[src/flash_seq_pkg.sv]
// constants and types shared by the flash programming sequencer ends
// Function
// - writing 0Ch selects program space, maps security byte
// - core loads latch at address zero first
// - 54h then A4h launches, boot flash only
// - busy flag high while programming runs
// - core masks interrupts around keyed sequences (flash_core_master does not; irq_o is not gated by its key states)
// - latches cleared automatically after successful write
// - 56h then A6h resets latches, boot flash
// - first key not followed by second sets error
// - launch with empty latches sets error
// - software write clears the error bit
// - correct programming completion clears error bit
// - core checks status after each page
package flash_seq_pkg;
  localparam logic [7:0] MAP_SECURITY_VAL = 8'h0C;
  localparam logic [7:0] KEY_PROG_1 = 8'h54;
  localparam logic [7:0] KEY_PROG_2 = 8'hA4;
  localparam logic [7:0] KEY_RST_1 = 8'h56;
  localparam logic [7:0] KEY_RST_2 = 8'hA6;
  localparam logic [3:0] KEY1_NIBBLE = 4'h5;
  localparam logic [3:0] KEY2_NIBBLE = 4'hA;
  localparam logic [15:0] LATCH_ADDR = 16'h0000;
  localparam logic [7:0] CONTROL_RESET = 8'h00;
  localparam logic [7:0] LATCH_RESET = 8'hFF;
  localparam int PROG_TIME_NS = 2000;
  localparam int CLK_PERIOD_NS = 8;
  localparam int PROG_CYCLES = (PROG_TIME_NS + CLK_PERIOD_NS - 1) / CLK_PERIOD_NS;
  // status bit positions
  localparam int ST_BUSY_BIT = 0;
  localparam int ST_SEQUENCE_ERROR_FLAG_BIT = 1;
  localparam int ST_LOADED_BIT = 2;
  // control bit positions
  localparam int CT_PSEL_BIT = 3;
  // wishbone offsets of the controller
  localparam logic [3:0] WB_CMD_ADDR = 4'h0;
  localparam logic [3:0] WB_DATA_ADDR = 4'h4;
  localparam logic [3:0] WB_STAT_ADDR = 4'h8;
  localparam logic [3:0] WB_IRQ_STAT_ADDR = 4'hC;
  localparam logic [3:0] WB_IRQ_MASK_ADDR = 4'h1;
  localparam int IRQ_DONE_BIT = 0;
  localparam int IRQ_ERR_BIT = 1;
  // controller commands
  localparam logic [2:0] CMD_MAP = 3'h1;
  localparam logic [2:0] CMD_LOAD = 3'h2;
  localparam logic [2:0] CMD_PROG = 3'h3;
  localparam logic [2:0] CMD_RESET_LATCH = 3'h4;
  localparam logic [2:0] CMD_CLEAR_ERR = 3'h5;
  localparam logic [2:0] CMD_RAW = 3'h6;
  typedef enum logic [1:0] {SEQ_IDLE, SEQ_KEYED, SEQ_PROG} seq_state_t;
endpackage

[src/flash_seq_if.sv]
// interface joining the processor core end and the flash sequencer end
`timescale 1ns/10ps
`default_nettype none
interface flash_seq_if;
  logic ctrl_we;       // one-cycle write strobe to the control register
  logic [7:0] ctrl_wdata;
  logic stat_we;       // one-cycle write strobe to the status register
  logic [7:0] stat_wdata;
  logic latch_we;      // external-move write strobe
  logic [15:0] latch_addr;
  logic [7:0] latch_wdata;
  logic boot_exec;     // core runs from boot flash space
  logic [7:0] ctrl_rdata;
  logic [7:0] stat_rdata;
  modport core (output ctrl_we, ctrl_wdata, stat_we, stat_wdata, latch_we, latch_addr, latch_wdata,
                boot_exec, input ctrl_rdata, stat_rdata);
  modport flash (input ctrl_we, ctrl_wdata, stat_we, stat_wdata, latch_we, latch_addr, latch_wdata,
                 boot_exec, output ctrl_rdata, stat_rdata);
endinterface
`default_nettype wire

[src/flash_program_sequencer.sv]
// flash programming sequencer: keyed control writes, latch and busy logic
//
// Added by the designer: the Wishbone interface to the registers and the register addresses.
`timescale 1ns/10ps
`default_nettype none
module flash_program_sequencer #(
  parameter int PROG_CYCLES = flash_seq_pkg::PROG_CYCLES
) (
  input wire logic clk_i,               // 125 MHz clock
  input wire logic rst_i,               // synchronous reset, active high
  flash_seq_if.flash bus,               // core side
  output logic [7:0] security_byte_o,   // programmed security byte
  output logic prog_done_o              // one-cycle pulse at programming end
);
  // registered state and flags
  logic [7:0] flash_control_reg;
  logic [7:0] latch_reg;
  logic latch_loaded_reg;
  logic programming_busy_flag;
  logic sequence_error_flag;
  logic program_space_select;
  logic [31:0] count_reg;
  logic [7:0] key1_reg;
  flash_seq_pkg::seq_state_t state_reg;

  // decoded strobes and qualifiers
  logic key1_hit;
  logic key2_hit;
  logic prog_ok;
  logic rst_ok;
  logic prog_empty;
  logic prog_end;
  logic launch_go;
  logic ctrl_write_ok;
  logic seq_break;
  logic latch_load;
  logic latch_clear;
  logic sw_clear;
  logic [7:0] status_word;

  // key decode on a control write
  assign key1_hit = bus.ctrl_we && bus.ctrl_wdata[7:4] == flash_seq_pkg::KEY1_NIBBLE;
  assign key2_hit = bus.ctrl_we && bus.ctrl_wdata[7:4] == flash_seq_pkg::KEY2_NIBBLE;
  // boot flash is the only place the keys are honoured; busy shuts them out
  assign prog_ok = state_reg == flash_seq_pkg::SEQ_KEYED && bus.ctrl_we && bus.boot_exec &&
                   key1_reg == flash_seq_pkg::KEY_PROG_1 && bus.ctrl_wdata == flash_seq_pkg::KEY_PROG_2;
  assign rst_ok = state_reg == flash_seq_pkg::SEQ_KEYED && bus.ctrl_we && bus.boot_exec &&
                  key1_reg == flash_seq_pkg::KEY_RST_1 && bus.ctrl_wdata == flash_seq_pkg::KEY_RST_2;
  assign prog_empty = prog_ok && !latch_loaded_reg;
  // a launch only goes ahead with data waiting in the latch
  assign launch_go = prog_ok && latch_loaded_reg;
  assign prog_end = state_reg == flash_seq_pkg::SEQ_PROG && count_reg == 32'(PROG_CYCLES - 1);
  // control writes are frozen for the whole programming run
  assign ctrl_write_ok = bus.ctrl_we && state_reg != flash_seq_pkg::SEQ_PROG;
  // a pending first key met by anything but a second key
  assign seq_break = state_reg == flash_seq_pkg::SEQ_KEYED && bus.ctrl_we && !key2_hit;
  // external-move write; only the mapped security byte latch takes it
  assign latch_load = bus.latch_we && program_space_select && state_reg != flash_seq_pkg::SEQ_PROG &&
                      bus.latch_addr == flash_seq_pkg::LATCH_ADDR;
  // automatic clear after programming, manual clear on the reset keys
  assign latch_clear = prog_end || rst_ok;
  // writing a zero to the error bit clears it
  assign sw_clear = bus.stat_we && !bus.stat_wdata[flash_seq_pkg::ST_SEQUENCE_ERROR_FLAG_BIT];

  // key sequencer state
  always_ff @(posedge clk_i) begin
    if (rst_i) begin
      state_reg <= flash_seq_pkg::SEQ_IDLE;
    end else begin
      case (state_reg)
        flash_seq_pkg::SEQ_IDLE: begin
          if (key1_hit) begin
            state_reg <= flash_seq_pkg::SEQ_KEYED;
          end
        end
        flash_seq_pkg::SEQ_KEYED: begin
          if (launch_go) begin
            state_reg <= flash_seq_pkg::SEQ_PROG;
          end else if (bus.ctrl_we) begin
            state_reg <= flash_seq_pkg::SEQ_IDLE;
          end
        end
        flash_seq_pkg::SEQ_PROG: begin
          // writes are swallowed here, no new sequence starts
          if (prog_end) begin
            state_reg <= flash_seq_pkg::SEQ_IDLE;
          end
        end
        default: begin
          // unreachable; recovers from a corrupted state
          state_reg <= flash_seq_pkg::SEQ_IDLE;
        end
      endcase
    end
  end

  // first key held for comparison with the second
  always_ff @(posedge clk_i) begin
    if (rst_i) begin
      key1_reg <= flash_seq_pkg::CONTROL_RESET;
    end else if (state_reg == flash_seq_pkg::SEQ_IDLE && key1_hit) begin
      key1_reg <= bus.ctrl_wdata;
    end
  end

  // programming timer, counted in clock cycles
  // the run length therefore scales with the clock; retune the count if the clock moves
  always_ff @(posedge clk_i) begin
    if (rst_i) begin
      count_reg <= '0;
    end else if (state_reg == flash_seq_pkg::SEQ_KEYED) begin
      count_reg <= '0;
    end else if (state_reg == flash_seq_pkg::SEQ_PROG) begin
      count_reg <= count_reg + 32'd1;
    end
  end

  // control register read-back value
  always_ff @(posedge clk_i) begin
    if (rst_i) begin
      flash_control_reg <= flash_seq_pkg::CONTROL_RESET;
    end else if (ctrl_write_ok) begin
      flash_control_reg <= bus.ctrl_wdata;
    end
  end

  // program-space select; key values leave it alone
  // so that a keyed launch keeps the security byte mapped
  always_ff @(posedge clk_i) begin
    if (rst_i) begin
      program_space_select <= 1'b0;
    end else if (ctrl_write_ok) begin
      if (bus.ctrl_wdata == flash_seq_pkg::MAP_SECURITY_VAL) begin
        program_space_select <= 1'b1;
      end else if (!key1_hit && !key2_hit) begin
        program_space_select <= bus.ctrl_wdata[flash_seq_pkg::CT_PSEL_BIT];
      end
    end
  end

  // column latch data: loads only when mapped, frozen while busy
  always_ff @(posedge clk_i) begin
    if (rst_i) begin
      latch_reg <= flash_seq_pkg::LATCH_RESET;
    end else if (latch_clear) begin
      latch_reg <= flash_seq_pkg::LATCH_RESET;
    end else if (latch_load) begin
      latch_reg <= bus.latch_wdata;
    end
  end

  // latch holds data waiting to be programmed
  always_ff @(posedge clk_i) begin
    if (rst_i) begin
      latch_loaded_reg <= 1'b0;
    end else if (latch_clear) begin
      latch_loaded_reg <= 1'b0;
    end else if (latch_load) begin
      latch_loaded_reg <= 1'b1;
    end
  end

  // busy flag; its own flop so the status read is a plain register
  always_ff @(posedge clk_i) begin
    if (rst_i) begin
      programming_busy_flag <= 1'b0;
    end else if (launch_go) begin
      programming_busy_flag <= 1'b1;
    end else if (prog_end) begin
      programming_busy_flag <= 1'b0;
    end
  end

  // byte committed at the end of a run
  always_ff @(posedge clk_i) begin
    if (rst_i) begin
      security_byte_o <= flash_seq_pkg::LATCH_RESET;
    end else if (prog_end) begin
      security_byte_o <= latch_reg;
    end
  end

  // completion pulse, in step with the committed byte
  always_ff @(posedge clk_i) begin
    if (rst_i) begin
      prog_done_o <= 1'b0;
    end else begin
      prog_done_o <= prog_end;
    end
  end

  // sequence error: a new error wins over a software clear
  // so an error in the clearing cycle is never lost
  always_ff @(posedge clk_i) begin
    if (rst_i) begin
      sequence_error_flag <= 1'b0;
    end else if (seq_break || prog_empty) begin
      sequence_error_flag <= 1'b1;
    end else if (prog_end) begin
      sequence_error_flag <= 1'b0;
    end else if (sw_clear) begin
      sequence_error_flag <= 1'b0;
    end
  end

  // read-back of both registers
  assign status_word = {5'h00, latch_loaded_reg, sequence_error_flag, programming_busy_flag};
  assign bus.ctrl_rdata = flash_control_reg;
  assign bus.stat_rdata = status_word;
endmodule // flash_program_sequencer
`default_nettype wire

[src/flat_wrapper.sv]
// flat-port wrapper written by rule: the top's interface ports become plain ports
module flash_program_sequencer_flat 
#(
  parameter int PROG_CYCLES = flash_seq_pkg::PROG_CYCLES
)
  (clk_i, rst_i, security_byte_o, prog_done_o, bus_ctrl_we, bus_ctrl_wdata, bus_stat_we, bus_stat_wdata, bus_latch_we, bus_latch_addr, bus_latch_wdata, bus_boot_exec, bus_ctrl_rdata, bus_stat_rdata);
  flash_seq_if bus_i ();
  input wire logic clk_i;
  input wire logic rst_i;
  output logic [7:0] security_byte_o;
  output logic prog_done_o;
  input wire logic [$bits(bus_i.ctrl_we)-1:0] bus_ctrl_we;
  input wire logic [$bits(bus_i.ctrl_wdata)-1:0] bus_ctrl_wdata;
  input wire logic [$bits(bus_i.stat_we)-1:0] bus_stat_we;
  input wire logic [$bits(bus_i.stat_wdata)-1:0] bus_stat_wdata;
  input wire logic [$bits(bus_i.latch_we)-1:0] bus_latch_we;
  input wire logic [$bits(bus_i.latch_addr)-1:0] bus_latch_addr;
  input wire logic [$bits(bus_i.latch_wdata)-1:0] bus_latch_wdata;
  input wire logic [$bits(bus_i.boot_exec)-1:0] bus_boot_exec;
  output wire logic [$bits(bus_i.ctrl_rdata)-1:0] bus_ctrl_rdata;
  output wire logic [$bits(bus_i.stat_rdata)-1:0] bus_stat_rdata;
  assign bus_i.ctrl_we = bus_ctrl_we;
  assign bus_i.ctrl_wdata = bus_ctrl_wdata;
  assign bus_i.stat_we = bus_stat_we;
  assign bus_i.stat_wdata = bus_stat_wdata;
  assign bus_i.latch_we = bus_latch_we;
  assign bus_i.latch_addr = bus_latch_addr;
  assign bus_i.latch_wdata = bus_latch_wdata;
  assign bus_i.boot_exec = bus_boot_exec;
  assign bus_ctrl_rdata = bus_i.ctrl_rdata;
  assign bus_stat_rdata = bus_i.stat_rdata;
  flash_program_sequencer #(.PROG_CYCLES(PROG_CYCLES)) u_core (.clk_i(clk_i), .rst_i(rst_i), .bus(bus_i), .security_byte_o(security_byte_o), .prog_done_o(prog_done_o));
endmodule
[config.mk]
export PLATFORM = sky130hd
export DESIGN_NAME = flash_program_sequencer_flat
export DESIGN_NICKNAME = d
export VERILOG_FILES = /design/src/flash_seq_pkg.sv /design/src/flash_seq_if.sv /design/src/flash_program_sequencer.sv /design/src/flat_wrapper.sv
export SDC_FILE = /design/constraint.sdc
export NUM_CORES = 1
export LEC_CHECK = 0
export ABC_AREA = 1
export BUFFER_PORTS_ARGS = -buffer_cell sky130_fd_sc_hd__buf_2
export CAP_MARGIN = 20
export CORE_MARGIN = 2
export CORE_UTILIZATION = 35
export DETAILED_ROUTE_END_ITERATION = 8
export PLACE_DENSITY_LB_ADDON = 0.3
export SLEW_MARGIN = 20
export SYNTH_ARGS = -nofsm -noshare
export SYNTH_HDL_FRONTEND = slang
export SYNTH_SLANG_ARGS = --single-unit
[constraint.sdc]
create_clock -name clk_i -period 1.93 [get_ports clk_i]
set_clock_uncertainty 0.15 [all_clocks]
set_input_delay 0.0965 -clock clk_i [delete_from_list [all_inputs] [get_ports clk_i]]
set_output_delay 0.0965 -clock clk_i [all_outputs]
set_load 0.01 [all_outputs]
### After elaboration in Yosys (flattened, before gate mapping)

Index checks and enable logic that the tools add are counted.

| word-level totals | value |
|---|---|
| bits in registers | 71 |
| output and inout port bits | 25 |

| cells by class | value |
|---|---|
| add/subtract/negate cells | 1 |
| eq/ne operators | 14 |
| muxes and demuxes | 12 |
| reductions and logical operators | 34 |

Operators by type and width:

| kind | number |
|---|---|
| $add A32 B1 Y32 const B | 1 |
| $eq A32 B8 Y1 const B | 1 |
| $logic_and A1 B1 Y1 | 19 |
| $eq A8 B7 Y1 const B | 2 |
| $eq A8 B8 Y1 const B | 2 |
| $logic_not A16 Y1 | 1 |
| $eq A8 B4 Y1 const B | 1 |
| $mux W2 | 4 |
| $mux W1 | 7 |
| $pmux W2 S3 | 1 |
| $eq A4 B3 Y1 const B | 1 |
| $eq A4 B4 Y1 const B | 1 |
| $logic_not A1 Y1 | 4 |
| $ne A2 B1 Y1 const B | 2 |
| $reduce_bool A2 Y1 | 2 |
| $reduce_or A2 Y1 | 2 |
| $ne A3 B2 Y1 const B | 1 |
| $reduce_and A3 Y1 | 1 |
| $reduce_bool A3 Y1 | 1 |
| $eq A2 B1 Y1 const B | 1 |
| $eq A2 B2 Y1 const B | 1 |
| $logic_not A2 Y1 | 1 |
| $logic_or A1 B1 Y1 | 2 |
| $ne A2 B2 Y1 const B | 1 |
| $reduce_and A2 Y1 | 1 |

### Depth between registers and ports, before layout

| depth | value |
|---|---|
| depth after elaboration | 8 |
| depth in mapped cells | 10 |
| gate-level depth less buffers | 10 |

### Worst setup path after synthesis

OpenSTA, ideal clock, no wires.

| path | value |
|---|---|
| path kind | register to register |
| start point | register u_core.count_reg[0] |
| end point | register u_core.count_reg[20] |
| library setup time | 0.117 ns |
| arrival time | 1.315 ns |
| data required time | 1.663 ns |
| setup slack | 0.348 ns |
| stages on the path, launching flop included | 9 |
| path buffers | 0 |
| period minus slack after synthesis | 1.582 ns |
| cells stage by stage | dfxtp_1 > ha_1 > nand3_1 > nor2_2 > nand3_2 > nor2_4 > nand2_1 > o21ai_1 > nor2_1 |

| between the ends | value |
|---|---|
| longest elaborated chain between the ends | 1 |

RTL lines:

| item | RTL line | source |
|---|---|---|
| start: declaration | flash_program_sequencer.sv:22 | `logic [31:0] count_reg;` |
| start signal: assignment | flash_program_sequencer.sv:114 | `count_reg <= count_reg + 32'd1;` |
| $add A32 B1 Y32 | flash_program_sequencer.sv:114 |  |

Every way passes these cells.
A chain may end at the register's enable or synchronous reset.

### Worst setup path in the final report

Ends and elaborated chain as after synthesis.

==> flow_metrics.py <==
metrics = {
    "power": {
        "power.total_mw": 3.04,
        "vdd_drop_max_mv": 0.377,
        "p_per_area_mw_per_mm2": 673,
        "leakagePower_nw": 2.06,
    },
    "sta": {
        "fin_ws_ps": 161,
        "rsz0062_at_grt": "false",
        "fin_tns_setup_ps": 0,
        "min_period_over_period_pct": 91.7,
        "max_freq_mhz": 565,
        "finalMaxSlewViolations": 0,
        "fin_crit_ps": 1770,
        "setup_viol": 0,
        "finalHoldViolCount": 0,
    },
    "synth": {
        "ys_seq_area_share_pct": 38.7,
        "synth-main-ff-cell": "dfxtp_1",
        "avgSynthCellArea_um2": 6.73,
        "syn_area_mm2": 0.00367,
        "async_flop_share_pct": 0,
        "yosysMostFrequentCell": "nand2_1",
        "yosysTopAreaCellShare_pct": 38.7,
        "netlist_instances": 546,
        "ys_top_cells_by_area": "dfxtp_1 (39%), nand2_1 (12%), nor2_1 (9.5%), inv_1 (7.3%), nand3_1 (6.4%)",
        "synth-seq-cells": 71,
        "ys.warnings.count": 0,
        "synth-edff-count": 0,
        "yosysTopAreaCell": "dfxtp_1",
        "synth_common_cells": "nand2_1 (113), nor2_1 (93), dfxtp_1 (71), inv_1 (71), nand3_1 (47)",
        "synth_cell_type_count": 34,
    },
    "global_route": {
        "grt_pass1_wl_mm": 15.3,
        "grt_usage_pct": 16.5,
        "grt_max_degree": 24,
        "antenna_found_initial": 0,
        "grt_overflow": 0,
        "grt_pass1_vias": 3491,
    },
    "die": {
        "dieArea_mm2": 0.0113,
        "rows": 37,
        "io_pins": 71,
        "core_mm2": 0.0103,
        "die_w_um": 106,
        "fp.dieH_um": 106,
        "start_util_pct": 35.7,
    },
    "run": {
        "maxCapViolations": 0,
    },
    "setup_path": {
        "worstPathMaxFanout": 5,
        "cp-end-kind": "flop",
        "timing_worst_setup_path_type": "flop to flop",
        "worstSetupStartpointType": "flop",
        "cp.arrival_ps": 1850,
        "worstPathRequired_ps": 2010,
        "path_cells": "ha_1 > nand3_1 > nor2_4 > nand3_2 > nor2_4 > nand2_1 > o21ai_1 > nor2_1",
        "crit_slowest_cell": "dfxtp_2",
        "slowest_delay_ps": 380,
        "cpMostUsedCell": "nor2_4",
    },
    "cells_and_area": {
        "final_cell_count_no_fill": 769,
        "largest_reg_flops": 32,
        "finalNetCount": 676,
        "area_growth_pct": 22.9,
        "antenna_cells": 0,
        "fillers": 1051,
        "drive_gt1_share_pct": 18.2,
    },
    "detailed_routing": {
        "remaining_drc_errors": 0,
        "initialDrtViolationCount": 124,
        "drtPass1Iterations": 4,
        "final_antenna_net_count": 0,
        "routedWlPerCell_um": 11.4,
        "vias": 3626,
        "viasPerCell": 4.72,
        "wl_mm": 8.73,
    },
    "clock_tree": {
        "clk_pin_slew_ps": 90,
        "clock_latency_ps": 340,
        "htreeDepth": 3,
        "clock_path_buffers": 2,
        "tritoncts.num_buffers": 9,
        "cts_tree": "done",
        "root_buffer": "clkbuf_8",
        "numClockSinks": 71,
    },
    "placed_design": {
        "hpwl_mm": 6.48,
        "io_buffer_count": 58,
        "place_congestion": 0.817,
        "pre_cts_ws_ps": 128,
        "placed_cells": 733,
    },
    "worst_hold_path": {
        "min_path_type": "input port to flop",
    },
    "outcome": {
        "status": "complete, no violations",
    },
}
==> path summary, 6_finish.rpt <==
check / slack [ps] / end / startpoint / depth (start not counted)
max reg2reg: 160 / u_core.count_reg[20] / u_core.count_reg[0] / 8
min reg2reg: 300 / u_core.key1_reg[7] / u_core.key1_reg[7] / 2
min: 80 / u_core.state_reg[1] / bus_boot_exec / 4
max: 160 / u_core.count_reg[20] / u_core.count_reg[0] / 8
==> cell families after synthesis <==
family,share of synthesized area (%)
AND/OR/NAND/NOR,41.6
buffers and inverters,10.9
flip-flops,38.7
AO/OA/AOI/OAI,7.56
XOR/XNOR,0.477
adder cells (fa/ha/maj),0.681
other,0.102
==> cell type report <==
class	instances	area, µm²	share of cell area (%)
clock inverters	7	103	2.27
inverters	74	278	6.15
flip-flops and latches	71	1420	31.5
repair buffers	85	543	12.0
clock buffers	9	124	2.74
multi-input cells	387	1870	41.5
well taps	136	170	3.77
==> through the flow <==
step                      hold WS (ps)  area, µm²  utilization, %
final                             82.1       4510            43.9
after global routing               118       4510            43.9
after CTS                         69.8       4510            43.9
after detailed placement           216       4080            39.7
after global placement             207       4080            39.7
after floorplan                   81.4       3690               -
==> metal layers <==
| layer | part of all wire, % | vias up | GRT usage, % |
|---|---|---|---|
| li1 | - | 1905 | - |
| met1 | 47 | 1625 | 20.1 |
| met2 | 46 | 82 | 28.8 |
| met3 | 4.5 | 14 | 3.19 |
| met4 | 1.6 | 0 | 5.84 |
| met5 | 0 | - | 0 |
==> cell usage in the layout (no fill, tap or decap) <==
master and instances:
a211oi_1 2, a21boi_0 1, a21oi_1 26, a31oi_1 2, and2_0 1, and2_1 1, buf_2 58, buf_4 7
bufinv_16 2, clkbuf_8 9, clkinv_2 1, clkinv_4 1, conb_1 5, dfxtp_1 69, dfxtp_2 2, dlygate4sd3_1 20
ha_1 2, inv_1 71, inv_2 3, inv_6 2, inv_8 1, nand2_1 113, nand2_2 6, nand2_4 2
nand3_1 47, nand3_2 6, nand4_1 26, nor2_1 93, nor2_2 4, nor2_4 9, nor3_1 15, nor3_2 1
nor3b_2 1, nor4_1 1, o21a_1 2, o21ai_0 17, o21ai_1 1, o31ai_1 1, xor2_1 2
==> critical path: cells and delay by family, from the launching register on <==
kind                     cells  cell delay [ps]
AO/OA/AOI/OAI                1              150
AND/OR/NAND/NOR              6              800
adder cells (fa/ha/maj)      1              190
flip-flops                   1              380
==> what timing repair did <==
| action | in CTS | in global routing |
|---|---|---|
| endpoints found under the setup margin | 0 | 6 |
| setup buffers | 0 | 0 |
| endpoints found under the hold margin | 30 | 0 |
| gates resized for setup | 0 | 3 |
| hold buffers | 20 | 0 |
==> power by group <==
group | internal [mW] | switching, mW | total (mW)
Clock | 0.746 | 0.613 | 1.36
Combinational | 0.0899 | 0.0987 | 0.189
Sequential | 1.48 | 0.00880 | 1.49
Total | 2.32 | 0.721 | 3.04
Power figures use the tool's default switching activity.
